$ cat config.mk
export PLATFORM = sky130hd
export DESIGN_NAME = port_e_function_select
export DESIGN_NICKNAME = d
export VERILOG_FILES = /design/src/core/port_e_fs_pkg.sv /design/src/core/port_e_function_select.sv
export SDC_FILE = /design/constraint.sdc
export NUM_CORES = 1
export LEC_CHECK = 0
export ABC_AREA = 0
export BUFFER_PORTS_ARGS = -buffer_cell sky130_fd_sc_hd__buf_2
export CORE_MARGIN = 2
export CORE_UTILIZATION = 34
export CTS_CLUSTER_SIZE = 16
export DETAILED_ROUTE_END_ITERATION = 8
export PLACE_DENSITY = 0.76
export SYNTH_ARGS = -nofsm -noshare
export SYNTH_HDL_FRONTEND = slang
export SYNTH_SLANG_ARGS = --single-unit
$ cat constraint.sdc
create_clock -name clk_i -period 1.4 [get_ports clk_i]
set_input_delay 0.07 -clock clk_i [delete_from_list [all_inputs] [get_ports clk_i]]
set_output_delay 0.07 -clock clk_i [all_outputs]
set_load 0.01 [all_outputs]
$ cat src/core/port_e_fs_pkg.sv
// Package with constants and types for the port E function select block.
// Notes on behaviour
// - Function select register decodes at offset 0x000A from the block base.
// - Reads are allowed any time while the register is in the on-chip map.
// - A selected bus control function overrides that pin's direction bit.
// - Normal single-chip reset: all general I/O, E clock disable set.
// - Normal expanded reset: all select bits clear, so E clock and free-cycle active.
// - Special test and emulation reset enable queue, E clock, strobe, read/write.
// - Expanded and peripheral modes remove the register from the map.
// - Free-cycle select: write once normal, never emulation, anytime special.
// - Free-cycle select zero drives free-cycle indication on pin 7.
// - Queue status select drives pins 6:5; same write rights as free-cycle.
// - Single-chip and peripheral modes ignore free-cycle, queue and read/write selects.
// - E clock disable writable anytime in normal and special, never emulation.
// - E clock disable zero drives E clock on pin 4, else general I/O.
// - Strobe select drives low-byte strobe on pin 3; write once normal.
// - With debug tagging, tag at rising E edge, strobe at falling edge.
// - Strobe select ignored in single-chip, peripheral and normal narrow modes.
// - External reads may drive all sixteen data bits without the strobe.
// - Read/write select drives read/write on pin 2; write once normal.
// - Operating mode comes from mode register bits 7:5.
package port_e_fs_pkg;

	localparam logic [7:0] FSEL_ADDR = 8'h0A;
	localparam int FREE_BIT = 7;
	localparam int QUEUE_BIT = 5;
	localparam int BUS_E_CLOCK_BIT = 4;
	localparam int STRB_BIT = 3;
	localparam int RW_BIT = 2;
	localparam logic [7:0] FSEL_IMPL_MASK = 8'hBC;

	localparam logic [7:0] RST_SPECIAL_SC = 8'h00;
	localparam logic [7:0] RST_SPECIAL_TEST = 8'h2C;
	localparam logic [7:0] RST_PERIPH = 8'h00;
	localparam logic [7:0] RST_EMUL = 8'hAC;
	localparam logic [7:0] RST_NORMAL_SC = 8'h10;
	localparam logic [7:0] RST_NORMAL_EXP = 8'h00;

	typedef enum logic [2:0] {
		MODE_SPECIAL_SC = 3'b000,
		MODE_EMUL_NARROW = 3'b001,
		MODE_SPECIAL_TEST = 3'b010,
		MODE_EMUL_WIDE = 3'b011,
		MODE_NORMAL_SC = 3'b100,
		MODE_NORMAL_NARROW = 3'b101,
		MODE_PERIPH = 3'b110,
		MODE_NORMAL_WIDE = 3'b111
	} op_mode_t;

	typedef struct packed {
		logic free_cycle;
		logic queue_hi;
		logic queue_lo;
		logic bus_e_clock;
		logic low_strobe;
		logic read_write;
	} bus_ctrl_t;

endpackage : port_e_fs_pkg

$ cat src/core/port_e_function_select.sv
// Port E function select register and pin multiplexer.
//
// Our own choice: the Wishbone slave port.
`timescale 1ns/10ps
module port_e_function_select (
	input wire logic clk_i,
	input wire logic rst_i,
	input wire logic cyc_i,
	input wire logic stb_i,
	input wire logic we_i,
	input wire logic [7:0] adr_i,
	input wire logic [0:0] sel_i,
	input wire logic [7:0] dat_i,
	output logic [7:0] dat_o,
	output logic ack_o,
	output logic external_cycle_o,
	input wire logic [2:0] mode_select_i,
	input wire logic tag_enable_i,
	input wire logic low_tag_signal_i,
	input wire port_e_fs_pkg::bus_ctrl_t ctrl_i,
	input wire logic [7:2] port_e_direction_i,
	input wire logic [7:2] port_e_data_i,
	output logic [7:2] port_e_pins_o,
	output logic [7:2] port_e_pins_oe_o,
	output logic [7:0] port_e_function_select_o
);

	////////////////////////////////////////////////////////////////////////////
	port_e_fs_pkg::op_mode_t mode;
	logic [7:0] fsel_reg;
	logic [7:0] fsel_next;
	logic [7:0] lock_reg;
	logic ack_reg;
	logic [7:0] dat_reg;
	logic ext_reg;
	logic in_map;
	logic hit;
	logic wr_fire;
	logic is_emul;
	logic is_special;
	logic is_normal;
	logic ctl_active;
	logic strb_active;
	logic [7:2] alt_en;
	logic [7:2] alt_val;
	logic bus_e_clock_q;
	logic strobe_q;

	assign mode = port_e_fs_pkg::op_mode_t'(mode_select_i);
	assign is_emul = (mode == port_e_fs_pkg::MODE_EMUL_NARROW) ||
		(mode == port_e_fs_pkg::MODE_EMUL_WIDE);
	assign is_special = (mode == port_e_fs_pkg::MODE_SPECIAL_SC) ||
		(mode == port_e_fs_pkg::MODE_SPECIAL_TEST) ||
		(mode == port_e_fs_pkg::MODE_PERIPH);
	assign is_normal = !is_emul && !is_special;

	// Expanded modes and peripheral mode push the access onto the external bus.
	function automatic logic reg_in_map(input port_e_fs_pkg::op_mode_t m);
		case (m)
			port_e_fs_pkg::MODE_SPECIAL_SC: reg_in_map = 1'b1;
			port_e_fs_pkg::MODE_SPECIAL_TEST: reg_in_map = 1'b1;
			port_e_fs_pkg::MODE_NORMAL_SC: reg_in_map = 1'b1;
			default: reg_in_map = 1'b0;
		endcase
	endfunction : reg_in_map

	function automatic logic [7:0] reset_value(input port_e_fs_pkg::op_mode_t m);
		case (m)
			port_e_fs_pkg::MODE_SPECIAL_SC: reset_value = port_e_fs_pkg::RST_SPECIAL_SC;
			port_e_fs_pkg::MODE_SPECIAL_TEST: reset_value = port_e_fs_pkg::RST_SPECIAL_TEST;
			port_e_fs_pkg::MODE_PERIPH: reset_value = port_e_fs_pkg::RST_PERIPH;
			port_e_fs_pkg::MODE_EMUL_NARROW: reset_value = port_e_fs_pkg::RST_EMUL;
			port_e_fs_pkg::MODE_EMUL_WIDE: reset_value = port_e_fs_pkg::RST_EMUL;
			port_e_fs_pkg::MODE_NORMAL_SC: reset_value = port_e_fs_pkg::RST_NORMAL_SC;
			default: reset_value = port_e_fs_pkg::RST_NORMAL_EXP;
		endcase
	endfunction : reset_value

	assign in_map = reg_in_map(mode);
	assign hit = cyc_i && stb_i && (adr_i == port_e_fs_pkg::FSEL_ADDR);
	assign wr_fire = hit && we_i && sel_i[0] && in_map && !ack_reg;

	////////////////////////////////////////////////////////////////////////////
	// Write rights per bit; the E clock disable is never write once.
	always_comb begin
		fsel_next = fsel_reg;
		for (int i = 0; i < 8; i++) begin
			if (port_e_fs_pkg::FSEL_IMPL_MASK[i] && !is_emul) begin
				if (is_special || i == port_e_fs_pkg::BUS_E_CLOCK_BIT || !lock_reg[i]) begin
					fsel_next[i] = dat_i[i];
				end
			end
		end
		fsel_next = fsel_next & port_e_fs_pkg::FSEL_IMPL_MASK;
	end

	// The mode is sampled while reset is held, so it must be stable by then.
	always_ff @(posedge clk_i) begin
		if (rst_i) begin
			fsel_reg <= reset_value(mode);
		end else if (wr_fire) begin
			fsel_reg <= fsel_next;
		end
	end

	always_ff @(posedge clk_i) begin
		if (rst_i) begin
			lock_reg <= 8'h00;
		end else if (wr_fire && is_normal) begin
			lock_reg <= lock_reg | port_e_fs_pkg::FSEL_IMPL_MASK;
		end
	end

	////////////////////////////////////////////////////////////////////////////
	// One wait-free answer per request; ack drops for a cycle between requests.
	always_ff @(posedge clk_i) begin
		if (rst_i) begin
			ack_reg <= 1'b0;
			dat_reg <= 8'h00;
			ext_reg <= 1'b0;
		end else begin
			ack_reg <= cyc_i && stb_i && !ack_reg;
			ext_reg <= hit && !in_map && !ack_reg;
			if (hit && !we_i && in_map && !ack_reg) begin
				dat_reg <= fsel_reg;
			end else if (cyc_i && stb_i && !ack_reg) begin
				dat_reg <= 8'h00;
			end
		end
	end

	assign ack_o = ack_reg;
	assign dat_o = dat_reg;
	assign external_cycle_o = ext_reg;
	assign port_e_function_select_o = fsel_reg;

	////////////////////////////////////////////////////////////////////////////
	// Pin multiplexer.
	assign ctl_active = (mode != port_e_fs_pkg::MODE_SPECIAL_SC) &&
		(mode != port_e_fs_pkg::MODE_NORMAL_SC) &&
		(mode != port_e_fs_pkg::MODE_PERIPH);
	assign strb_active = ctl_active && (mode != port_e_fs_pkg::MODE_NORMAL_NARROW);

	always_ff @(posedge clk_i) begin
		if (rst_i) begin
			bus_e_clock_q <= 1'b0;
			strobe_q <= 1'b1;
		end else begin
			bus_e_clock_q <= ctrl_i.bus_e_clock;
			if (tag_enable_i && ctrl_i.bus_e_clock && !bus_e_clock_q) begin
				strobe_q <= low_tag_signal_i;
			end else if (!tag_enable_i || (!ctrl_i.bus_e_clock && bus_e_clock_q)) begin
				strobe_q <= ctrl_i.low_strobe;
			end
		end
	end

	always_comb begin
		alt_en = 6'h00;
		alt_val = 6'h00;
		alt_en[7] = ctl_active && !fsel_reg[port_e_fs_pkg::FREE_BIT];
		alt_val[7] = ctrl_i.free_cycle;
		alt_en[6] = ctl_active && fsel_reg[port_e_fs_pkg::QUEUE_BIT];
		alt_en[5] = alt_en[6];
		alt_val[6] = ctrl_i.queue_hi;
		alt_val[5] = ctrl_i.queue_lo;
		alt_en[4] = !fsel_reg[port_e_fs_pkg::BUS_E_CLOCK_BIT];
		alt_val[4] = ctrl_i.bus_e_clock;
		alt_en[3] = strb_active && fsel_reg[port_e_fs_pkg::STRB_BIT];
		alt_val[3] = strobe_q;
		alt_en[2] = ctl_active && fsel_reg[port_e_fs_pkg::RW_BIT];
		alt_val[2] = ctrl_i.read_write;
	end

	// Selected control functions override the direction bit.
	// The data bus lies outside this block, so reads never depend on the strobe pin.
	generate
		for (genvar g = 2; g < 8; g++) begin : g_pin
			assign port_e_pins_o[g] = alt_en[g] ? alt_val[g] : port_e_data_i[g];
			assign port_e_pins_oe_o[g] = alt_en[g] | port_e_direction_i[g];
		end
	endgenerate
endmodule : port_e_function_select

# Word level (Yosys, flattened, before mapping)
# Cells that the tools add are included.
[classes] n_reduce_logical=62 n_bitwise=6 n_eq_ne=10 n_mux=23
[ops] op="$mux 8" n=4
[ops] op="$logic_and 1x1->1" n=24
[ops] op="$pmux 8 s3" n=1
[ops] op="$mux 1" n=18
[ops] op="$logic_not 1->1" n=14
[ops] op="$reduce_bool 2->1" n=7
[ops] op="$reduce_and 3->1" n=4
[ops] op="$ne 3x3->1 const B" n=3
[ops] op="$eq 8x4->1 const B" n=1
[ops] op="$logic_or 1x1->1" n=8
[ops] op="$eq 3x2->1 const B" n=2
[ops] op="$eq 3x3->1 const B" n=2
[ops] op="$or 1x1->1" n=6
[ops] op="$eq 3x1->1 const B" n=1
[ops] op="$logic_not 3->1" n=1
[ops] op="$reduce_bool 3->1" n=1
[ops] op="$reduce_or 3->1" n=1
[ops] op="$ne 2x2->1 const B" n=1
[ops] op="$reduce_and 2->1" n=1
[ops] op="$reduce_or 2->1" n=1
[word_totals] elab_cells=113 in_bits=45 regBits=21 out_inout_bits=30

# Longest topological paths before layout
# Gate-level depths: netlist of the first run.
[depth] depth_word=8 ltp_mapped=4 mapped_depth_nobuf=3

# Least setup slack after synthesis of the first run
# No wires, ideal clock.
[synth_path] path_kind="register to register" startpoint="register ack_reg (netlist: ack_o)" endpoint="register fsel_reg[2] (netlist: port_e_function_select_o[2]) (enable)" required_time_ns=1.027 t_arrival_ns=1.116 setup_ns=0.373 period_less_slack_ns=1.489 path_stages_with_launch=4 path_slack_ns=-0.089 cell_sequence="dfxtp_1 and3b_1 nand3_1 o31ai_1"
[synth_between] elab_chain_cells=4
[synth_lines] item="from (decl)" line="port_e_function_select.sv:33" source="logic ack_reg;"
[synth_lines] item="from (signal assigned)" line="port_e_function_select.sv:122" source="ack_reg <= cyc_i && stb_i && !ack_reg;"
[synth_lines] item="$logic_not 1->1" line="port_e_function_select.sv:81" source="assign wr_fire = hit && we_i && sel_i[0] && in_map && !ack_reg;"
[synth_lines] item="$logic_and 1x1->1" line="port_e_function_select.sv:81"
[synth_lines] item="$reduce_bool 2->1 (no source line)"
[synth_lines] item="$reduce_and 3->1 (no source line)"
[synth_lines] item="to (signal assigned)" line="port_e_function_select.sv:100" source="fsel_reg <= reset_value(mode);"
[synth_lines] item="to (signal assigned)" line="port_e_function_select.sv:102" source="fsel_reg <= fsel_next;"
[synth_lines] item="to (decl)" line="port_e_function_select.sv:30" source="logic [7:0] fsel_reg;"
# No other way between the ends.
# A chain may end at the register's enable or synchronous reset.

# Worst setup path in the final report of the first run
[layout_path] startpoint="register fsel_reg[7] (netlist: port_e_function_select_o[7])" endpoint="output port port_e_pins_o[7] (netlist name)"
[layout_between] elab_chain_cells=3
[layout_lines] item="$logic_not 1->1" line="port_e_function_select.sv:161" source="alt_en[7] = ctl_active && !fsel_reg[port_e_fs_pkg::FREE_BIT];"
[layout_lines] item="$logic_and 1x1->1" line="port_e_function_select.sv:161"
[layout_lines] item="$mux 1" line="port_e_function_select.sv:179" source="assign port_e_pins_o[g] = alt_en[g] ? alt_val[g] : port_e_data_i[g];"
[layout_lines] item="to (decl)" line="port_e_function_select.sv:23" source="output logic [7:2] port_e_pins_o,"
# No other way between the ends.

==> flow_summary.ini, run 1 <==
[cells_and_area]
utilization_pct = 53.6
ant_diodes = 0
fin_nets = 202
layout-area-overhead-vs-synth_pct = 50.7
final_layout_size_suffix_gt1_share_pct = 55.8

[synth]
netlist_top_cells_area = dfxtp_1 (23%), edfxtp_1 (17%), a22o_1 (7.0%)
postSynthAreaPerCell_um2 = 10.2
synth_compound_gate_area_share_pct = 21.2
synth_adder_area_share_pct = 0
largest_family_of_logic_cells_by_synthesized_area = compound AO/OA/AOI/OAI gates
synth_sequential_area_ratio_pct = 39.8
syn-cell-area_um2 = 881
post_synth_and_or_nand_nor_area_fraction_pct = 20.7
xor_xnor_share_of_the_synthesized_area_pct = 0.994
top_flip_flop_cell_by_instance_count_after_synthesis = dfxtp_1
synth_enable_flop_cells = 5
synth_async_sr_flop_share_pct = 0
synthesis.instances = 86
synth_top_area_cell = dfxtp_1
synth.yosys.warnings = 0
synth_top_area_share_pct = 22.7
ys_seq_elements = 15
post-synth-top-count-cell = dfxtp_1
synth_commonest_cells = dfxtp_1 (10), a22o_1 (7), inv_1 (7)
ys_types = 34
muxShareOfSynthArea_pct = 7.67

[setup_path]
crit-reg2reg-launch = ack_o$_SDFF_PP0_
worstSetupPathType = register to output port
reg2reg_depth = 4
end_kind = output port
r2r_end = port_e_function_select_o[5]$_DFFE_PP_
cp_data_required_time_ns = 1.33
worst-r2r-setup-slack_ns = 0.08
timing.critical_path.from_type = register
path_max_fanout = 2
cp_data_arrival_time_ns = 1.30

[die]
placeable_core_area_um2 = 2480
die_ar_um2 = 3010
die_w_um = 54.9
die-height_um = 54.9
io-pin-count = 75
start_util_pct = 35.6
core.rowCount = 18

[power]
power_switching_share_pct = 27.8
power.share.sequential_pct = 47.4
total_switching_power_mw = 0.286
power_frac_comb_pct = 28.6
internal_power_mw = 0.741
peakVddDrop_v = 0.000437
power.static_leakage_nw = 0.659
power_density_nw_per_um2 = 773
clock_power_share_pct = 24.0

[clock_tree]
clock_path_buffers = 2
clock_pin_slew_reported_for_the_worst_setup_and_hold_paths_after_clock_tree_synthesis_ns = 0.09
clk_root_buffer_cell = clkbuf_4
insertion_delay_ns = 0.28
numCtsBuffers = 3
clock_sink_count = 15
ctsHtreeMaxLevel = 1
cts_tree = done

[grt]
grt_start_max_net_pins = 13
groute.usage.overall_pct = 13.9
grt_antenna_before_repair = 0
grt_pass1_wl_mm = 2.99
via_count_of_the_first_global_routing_pass = 761
grt.overflow.total = 0

[detailed_routing]
vias_per_cell = 4.85
drcViolationCount = 0
wire_per_inst_um = 12.7
first_pass_iters = 4
routed_antenna_nets = 0
totalWireLength_mm = 2.37
routed-via-count = 903
drt-initial-drc-count = 10

[place]
detailed_place_hpwl_mm = 1.82
io_buffers = 65
dp_slack_ns = 0.0359
gp_congestion = 0.740

[flow_run]
cap_violations = 0

[timing]
finClkSkew_ns = 0.00434
postLayoutSetupSlackWorst_ns = 0.0338
fmax_mhz = 732
period_minus_slack_ns = 1.37
grt_setup_unrepaired = yes
final-setup-viol-count = 0
final_hold_viol_count = 0
slew_viol_final = 0
timing.final.crit_share_pct = 97.6

[hold_path]
timing.hold.worst_endpoint = strobe_q$_SDFFE_PP1P_
worst_hold_startpoint = ctrl_i[1]
min_delay_path_depth = 2
worstHoldPathType = primary input to register

[status]
run_status = finished clean
-- power groups by stage --
stage	Combinational [mW]	Sequential (mW)	Clock, mW
floorplan	0.129	0.501	0
global placement	0.238	0.496	0
detailed placement	0.244	0.496	0
CTS	0.250	0.485	0.250
global route	0.324	0.489	0.265
finish	0.294	0.487	0.246
-- critical path, stage by stage (launching register included) --
cell and delay [ns]:
edfxtp_1 0.40, o21bai_4 0.19, mux2_4 0.31, buf_6 0.12
-- cell type report --
type	instances	area, µm²
clock buffer	4	26.3
timing repair buffer	69	380
sequential	15	350
fill	227	1150
inverter	7	26.3
tap	30	37.5
multi-input combinational	61	507
-- cell families after synthesis --
group	count (synthesis)
xor+xnor	1
simple gates	23
buf+inv	15
mux	6
flops	15
compound gates	25
other cells	1
-- per-layer routing --
| layer | GRT usage [%] | part of all wire, % | vias up |
|---|---|---|---|
| li1 | - | - | 440 |
| met1 | 14.0 | 38 | 406 |
| met2 | 27.8 | 50 | 53 |
| met3 | 1.88 | 11 | 4 |
| met4 | 6.10 | 1.3 | 0 |
| met5 | 0 | 0 | - |
-- metrics by stage --
stage | TNS, ns | hold slack [ns] | area (µm²) | power [mW] | cells
6_report | 0 | 0.0129 | 1330 | 1.03 | 186
5_1_grt | -0.0355 | 0.0321 | 1330 | 1.08 | 186
4_1_cts | 0 | 0.0125 | 1250 | 0.985 | 184
3_5_place_dp | 0 | 0.308 | 1220 | 0.740 | 179
3_3_place_gp | 0 | 0.299 | 1220 | 0.734 | 179
2_1_floorplan | 0 | 0.198 | 905 | 0.630 | 91
-- worst max-delay path by stage --
stage / startpoint / end / slack (ns) / cells after the start
final: port_e_function_select_o[7]$_DFFE_PP_ / port_e_pins_o[7] / 0.03 / 3
after global routing: port_e_function_select_o[7]$_DFFE_PP_ / port_e_pins_o[7] / -0.02 / 3
after CTS: port_e_function_select_o[5]$_DFFE_PP_ / port_e_pins_o[6] / 0.001 / 3
after detailed placement: ack_o$_SDFF_PP0_ / port_e_function_select_o[2]$_DFFE_PP_ / 0.04 / 4
after global placement: ack_o$_SDFF_PP0_ / port_e_function_select_o[3]$_DFFE_PP_ / 0.05 / 4
after floorplan: ack_o$_SDFF_PP0_ / port_e_function_select_o[2]$_DFFE_PP_ / 0.02 / 3
-- placed cells by master (no fill, tap or decap), types with 2 or more instances in the layout --
master    Yosys  final
buf_4         6      4
nand2_1       2      2
and4bb_2      2      2
o21ai_0       6      6
buf_6         0      4
mux2_4        0      4
conb_1        1      6
inv_1         7      7
nor2_1        2      2
a22o_1        7      7
nand2b_1      6      6
o32ai_1       2      2
clkbuf_4      0      3
nor2b_1       3      3
buf_2         2     61
edfxtp_1      5      5
dfxtp_1      10     10
-- timing repair --
item / 4_1_cts / 5_1_grt
resized for setup: 0 / 11
hold buffers: 0 / 0
setup buffers: 1 / 2
gates cloned: 0 / 0
pin swaps: 0 / 1
setup endpoints to repair: 1 / 9
No activity file was read; power rests on OpenSTA's default activity.
==> run 2, diff against run 1 <==
SETUP_SLACK_MARGIN = 0.2   (was default)
==> flow_summary.ini, run 2 (synthesis gave the netlist of run 1 again) <==
[detailed_routing]
vias_per_cell = 4.94
totalWireLength_mm = 2.49
wire_per_inst_um = 12.8
drcViolationCount = 0
met2_length_mm = 1.38
routed_antenna_nets = 0
routedLengthMet1_um = 896
first_pass_iters = 4
met3RoutedLength_um = 192
dr.max_layer_used = met4
drt-initial-drc-count = 15
routed-via-count = 959

[grt]
via_count_of_the_first_global_routing_pass = 822
grt.overflow.total = 0
grt_start_max_net_pins = 13
grt_pass1_wl_mm = 3.42
grt_antenna_before_repair = 0
groute.usage.overall_pct = 15.9

[setup_path]
slowest_delay_ns = 0.41
timing.critical_path.from_type = register
worstSetupPathType = register to output port
crit_path_cell_trace = o21bai_4 > mux2_4 > buf_6
cp_data_required_time_ns = 1.33
cp_data_arrival_time_ns = 1.31
path_max_fanout = 2
cp_top_family = flip-flops
timing.critical_path.slowest_stage_cell = edfxtp_1
worstPathBufferInverterCount = 1
end_kind = output port

[die]
io-pin-count = 75
die_w_um = 54.9
die_ar_um2 = 3010
core.rowCount = 18
die-height_um = 54.9
placeable_core_area_um2 = 2480
start_util_pct = 35.6

[cells_and_area]
final_instance_area_um2 = 1440
most-common-layout-cells = buf_2 (59), buf_4 (10), dfxtp_1 (9)
fin_nets = 210
final_layout_size_suffix_gt1_share_pct = 61.0
mostFrequentLayoutCell = buf_2
layout-area-overhead-vs-synth_pct = 63.8
ant_diodes = 0
fillCellCount = 205

[clock_tree]
clock_path_buffers = 2
clk_root_buffer_cell = clkbuf_4
clock_sink_count = 15
numCtsBuffers = 3
ctsHtreeMaxLevel = 1
cts_tree = done
insertion_delay_ns = 0.28
cts.hold.buffers_added = 0
clock_pin_slew_reported_for_the_worst_setup_and_hold_paths_after_clock_tree_synthesis_ns = 0.09

[power]
peakVddDrop_v = 0.000433
power.static_leakage_nw = 0.711
power_density_nw_per_um2 = 748

[place]
io_buffers = 65
detailed_place_hpwl_mm = 1.86
dpl_cell_area_um2 = 1230
gp_congestion = 0.776

[timing]
slew_viol_final = 0
worst_hold_slack_ns = 0.0165
fmax_mhz = 726
final-setup-viol-count = 0
final_hold_viol_count = 0
final_layout_setup_total_negative_slack_ns = 0
timing.final.crit_share_pct = 98.4
period_minus_slack_ns = 1.38
finClkSkew_ns = 0.00189
grt_setup_unrepaired = yes

[hold_path]
worstHoldPathType = primary input to register

[flow_run]
cap_violations = 0

[status]
run_status = finished clean
## run 2: layer usage
| metal | global-route usage, % | vias up |
|---|---|---|
| met2 | 33.1 | 44 |
| met3 | 1.88 | 2 |
| met5 | 0 | - |
| li1 | - | 460 |
| met1 | 15.3 | 453 |
| met4 | 6.10 | 0 |
## run 2: worst paths after layout
path	cells past startpoint	slack, ns	from	end
worst max-delay path	3	0.02	port_e_function_select_o[7]$_DFFE_PP_	port_e_pins_o[7]
worst min-delay path	2	0.02	ctrl_i[1]	strobe_q$_SDFFE_PP1P_
worst max register to register	3	0.12	ack_o$_SDFF_PP0_	port_e_function_select_o[3]$_DFFE_PP_
worst min register to register	2	0.48	lock_reg[2]$_SDFFE_PP0P_	lock_reg[2]$_SDFFE_PP0P_
## run 2: final cells by class
cell class	count	area, µm²	share of cell area (%)
clock buffer	4	26.3	1.82
inverter	7	26.3	1.82
multi-input combinational	61	541	37.5
sequential	15	352	24.4
tap	30	37.5	2.60
timing repair buffer	77	460	31.9
## run 2: timing repair
action,in CTS,in global routing
endpoints found under the setup margin,11,21
resized for setup,12,9
gates cloned,0,0
pin swaps,0,1
buffers inserted,7,5
## run 2: metrics by stage
step,power (mW),setup slack (ns),utilization (%),std cells
finish,1.08,0.0222,58.2,194
global route,1.14,-0.0414,58.2,194
CTS,1.04,0.0244,55.2,189
detailed placement,0.743,0.0732,49.5,178
global placement,0.735,0.0885,49.5,178
floorplan,0.632,0.185,-,91
## run 2: worst register-to-register path, delay by kind of cell (launching register included)
| kind | cells | cell delay, ns |
|---|---|---|
| AO/OA/AOI/OAI | 1 | 0.27 |
| AND/OR/NAND/NOR | 2 | 0.36 |
| flip-flops | 1 | 0.33 |
## run 2: power breakdown
group          leakage (nW)  switching, mW  internal, mW  total [mW]
Clock                0.0150          0.141         0.110       0.252
Combinational         0.566          0.150         0.193       0.342
Sequential            0.130         0.0134         0.471       0.485
==> run 3, diff against run 2 <==
PLACE_DENSITY = 0.81   (was 0.76)
==> flow_summary.ini, run 3 (synthesis gave the netlist of run 1 again) <==
[setup_path]
cp_data_required_time_ns = 1.33
reg2reg_depth = 3
path_max_fanout = 2
worst-r2r-setup-slack_ns = 0.13
crit_path_cell_trace = o21bai_4 > mux2_4 > buf_6
timing.critical_path.from_type = register
cp_data_arrival_time_ns = 1.32
worstSetupPathType = register to output port
timing.critical_path.slowest_stage_cell = edfxtp_1
slowest_delay_ns = 0.41
crit-reg2reg-launch = ack_o$_SDFF_PP0_
end_kind = output port
r2r_end = port_e_function_select_o[7]$_DFFE_PP_

[cells_and_area]
final_layout_size_suffix_gt1_share_pct = 62.6
layout-area-overhead-vs-synth_pct = 64.1
mostFrequentLayoutCell = buf_2
fin_nets = 209
multi_input_comb_area_um2 = 547
most-common-layout-cells = buf_2 (59), dfxtp_1 (9), buf_6 (9)
seqCellArea_um2 = 352
ant_diodes = 0
fillCellCount = 192
finalNonFillerCells = 193

[timing]
grt_setup_unrepaired = yes
timing.final.crit_share_pct = 99.0
final-setup-viol-count = 0
period_minus_slack_ns = 1.39
slew_viol_final = 0
worst_hold_slack_ns = 0.0424
postLayoutSetupSlackWorst_ns = 0.0142
finClkSkew_ns = 0.00330
fmax_mhz = 722
final_hold_viol_count = 0

[place]
placedCellCount = 178
dp_slack_ns = 0.0737
detailed_place_hpwl_mm = 1.89
io_buffers = 65
gp_congestion = 0.756

[detailed_routing]
routed-via-count = 929
wire_per_inst_um = 13.5
first_pass_iters = 4
drt-initial-drc-count = 14
drcViolationCount = 0
totalWireLength_mm = 2.61
routed_antenna_nets = 0
vias_per_cell = 4.81

[die]
io-pin-count = 75
start_util_pct = 35.6
die-height_um = 54.9
die_ar_um2 = 3010
core.rowCount = 18
placeable_core_area_um2 = 2480
die_w_um = 54.9

[power]
total_switching_power_mw = 0.303
internal_power_mw = 0.777
power_frac_comb_pct = 32.4
power.static_leakage_nw = 0.718
power_switching_share_pct = 28.0
power.share.sequential_pct = 44.9
power_density_nw_per_um2 = 747
design_power_total_mw = 1.08
clock_power_share_pct = 22.7
peakVddDrop_v = 0.000427

[grt]
grt.overflow.total = 0
gr-usage-met2_pct = 32.9
via_count_of_the_first_global_routing_pass = 862
gr-max-usage-layer = met2
gr-usage-met1_pct = 15.0
grt_antenna_before_repair = 0
groute.usage.overall_pct = 16.2
grt_start_max_net_pins = 13
groute.layer.met3.usage_pct = 2.69
grt_pass1_wl_mm = 3.42

[hold_path]
worstHoldPathType = primary input to register
timing.hold.worst_endpoint = strobe_q$_SDFFE_PP1P_
worst_hold_startpoint = ctrl_i[1]
min_delay_path_depth = 2

[clock_tree]
cts_tree = done
ctsHtreeMaxLevel = 1
clock_path_buffers = 2
clk_root_buffer_cell = clkbuf_4
insertion_delay_ns = 0.28
numCtsBuffers = 3
clock_sink_count = 15
clock_pin_slew_reported_for_the_worst_setup_and_hold_paths_after_clock_tree_synthesis_ns = 0.09

[status]
run_status = finished clean

[flow_run]
cap_violations = 0
## run 3: per-stage QoR
stage                     util (%)  setup TNS [ns]  area [µm²]
after floorplan                  -               0         920
after global placement        49.5               0        1230
after detailed placement      49.5               0        1230
after CTS                     55.3               0        1370
after global routing          58.3         -0.0192        1450
final                         58.3               0        1450
## run 3: worst max path at each step
stage	from	to	slack, ns	cells past startpoint
after floorplan	ack_o$_SDFF_PP0_	port_e_function_select_o[2]$_DFFE_PP_	0.19	3
after global placement	adr_i[5]	port_e_function_select_o[2]$_DFFE_PP_	0.08	4
after detailed placement	adr_i[5]	port_e_function_select_o[3]$_DFFE_PP_	0.07	4
after CTS	port_e_function_select_o[7]$_DFFE_PP_	port_e_pins_o[7]	0.04	3
after global routing	port_e_function_select_o[7]$_DFFE_PP_	port_e_pins_o[7]	-0.02	3
final	port_e_function_select_o[7]$_DFFE_PP_	port_e_pins_o[7]	0.01	3
## run 3: timing repair
item	CTS	global route
setup buffers	7	4
setup endpoints to repair	11	18
resized for setup	14	10
cloned	0	0
hold buffers	0	0
pin swaps	0	5
## run 3: power groups by stage
stage / sequential, mW / combinational [mW] / clock, mW
6_report: 0.485 / 0.349 / 0.245
5_1_grt: 0.487 / 0.383 / 0.264
4_1_cts: 0.482 / 0.311 / 0.248
3_5_place_dp: 0.497 / 0.246 / 0
3_3_place_gp: 0.496 / 0.239 / 0
2_1_floorplan: 0.501 / 0.131 / 0
## run 3: final cells by class
cell class | instances | area share [%]
multi-input combinational | 61 | 37.8
sequential | 15 | 24.3
inverter | 7 | 1.82
clock buffer | 4 | 1.82
timing repair buffer | 76 | 31.6
tap | 30 | 2.60
## run 3: routing by layer
metal | vias to the layer above | wire length, µm
met5 | - | 0
met3 | 5 | 220
li1 | 455 | -
met2 | 48 | 1400
met1 | 421 | 948
met4 | 0 | 42
## run 3: worst max-delay path: cells and delay by family, from the launching register on
family / cells / cell delay [ns]
AO/OA/AOI/OAI: 1 / 0.20
buffers and inverters: 1 / 0.12
flip-flops: 1 / 0.41
multiplexers: 1 / 0.31
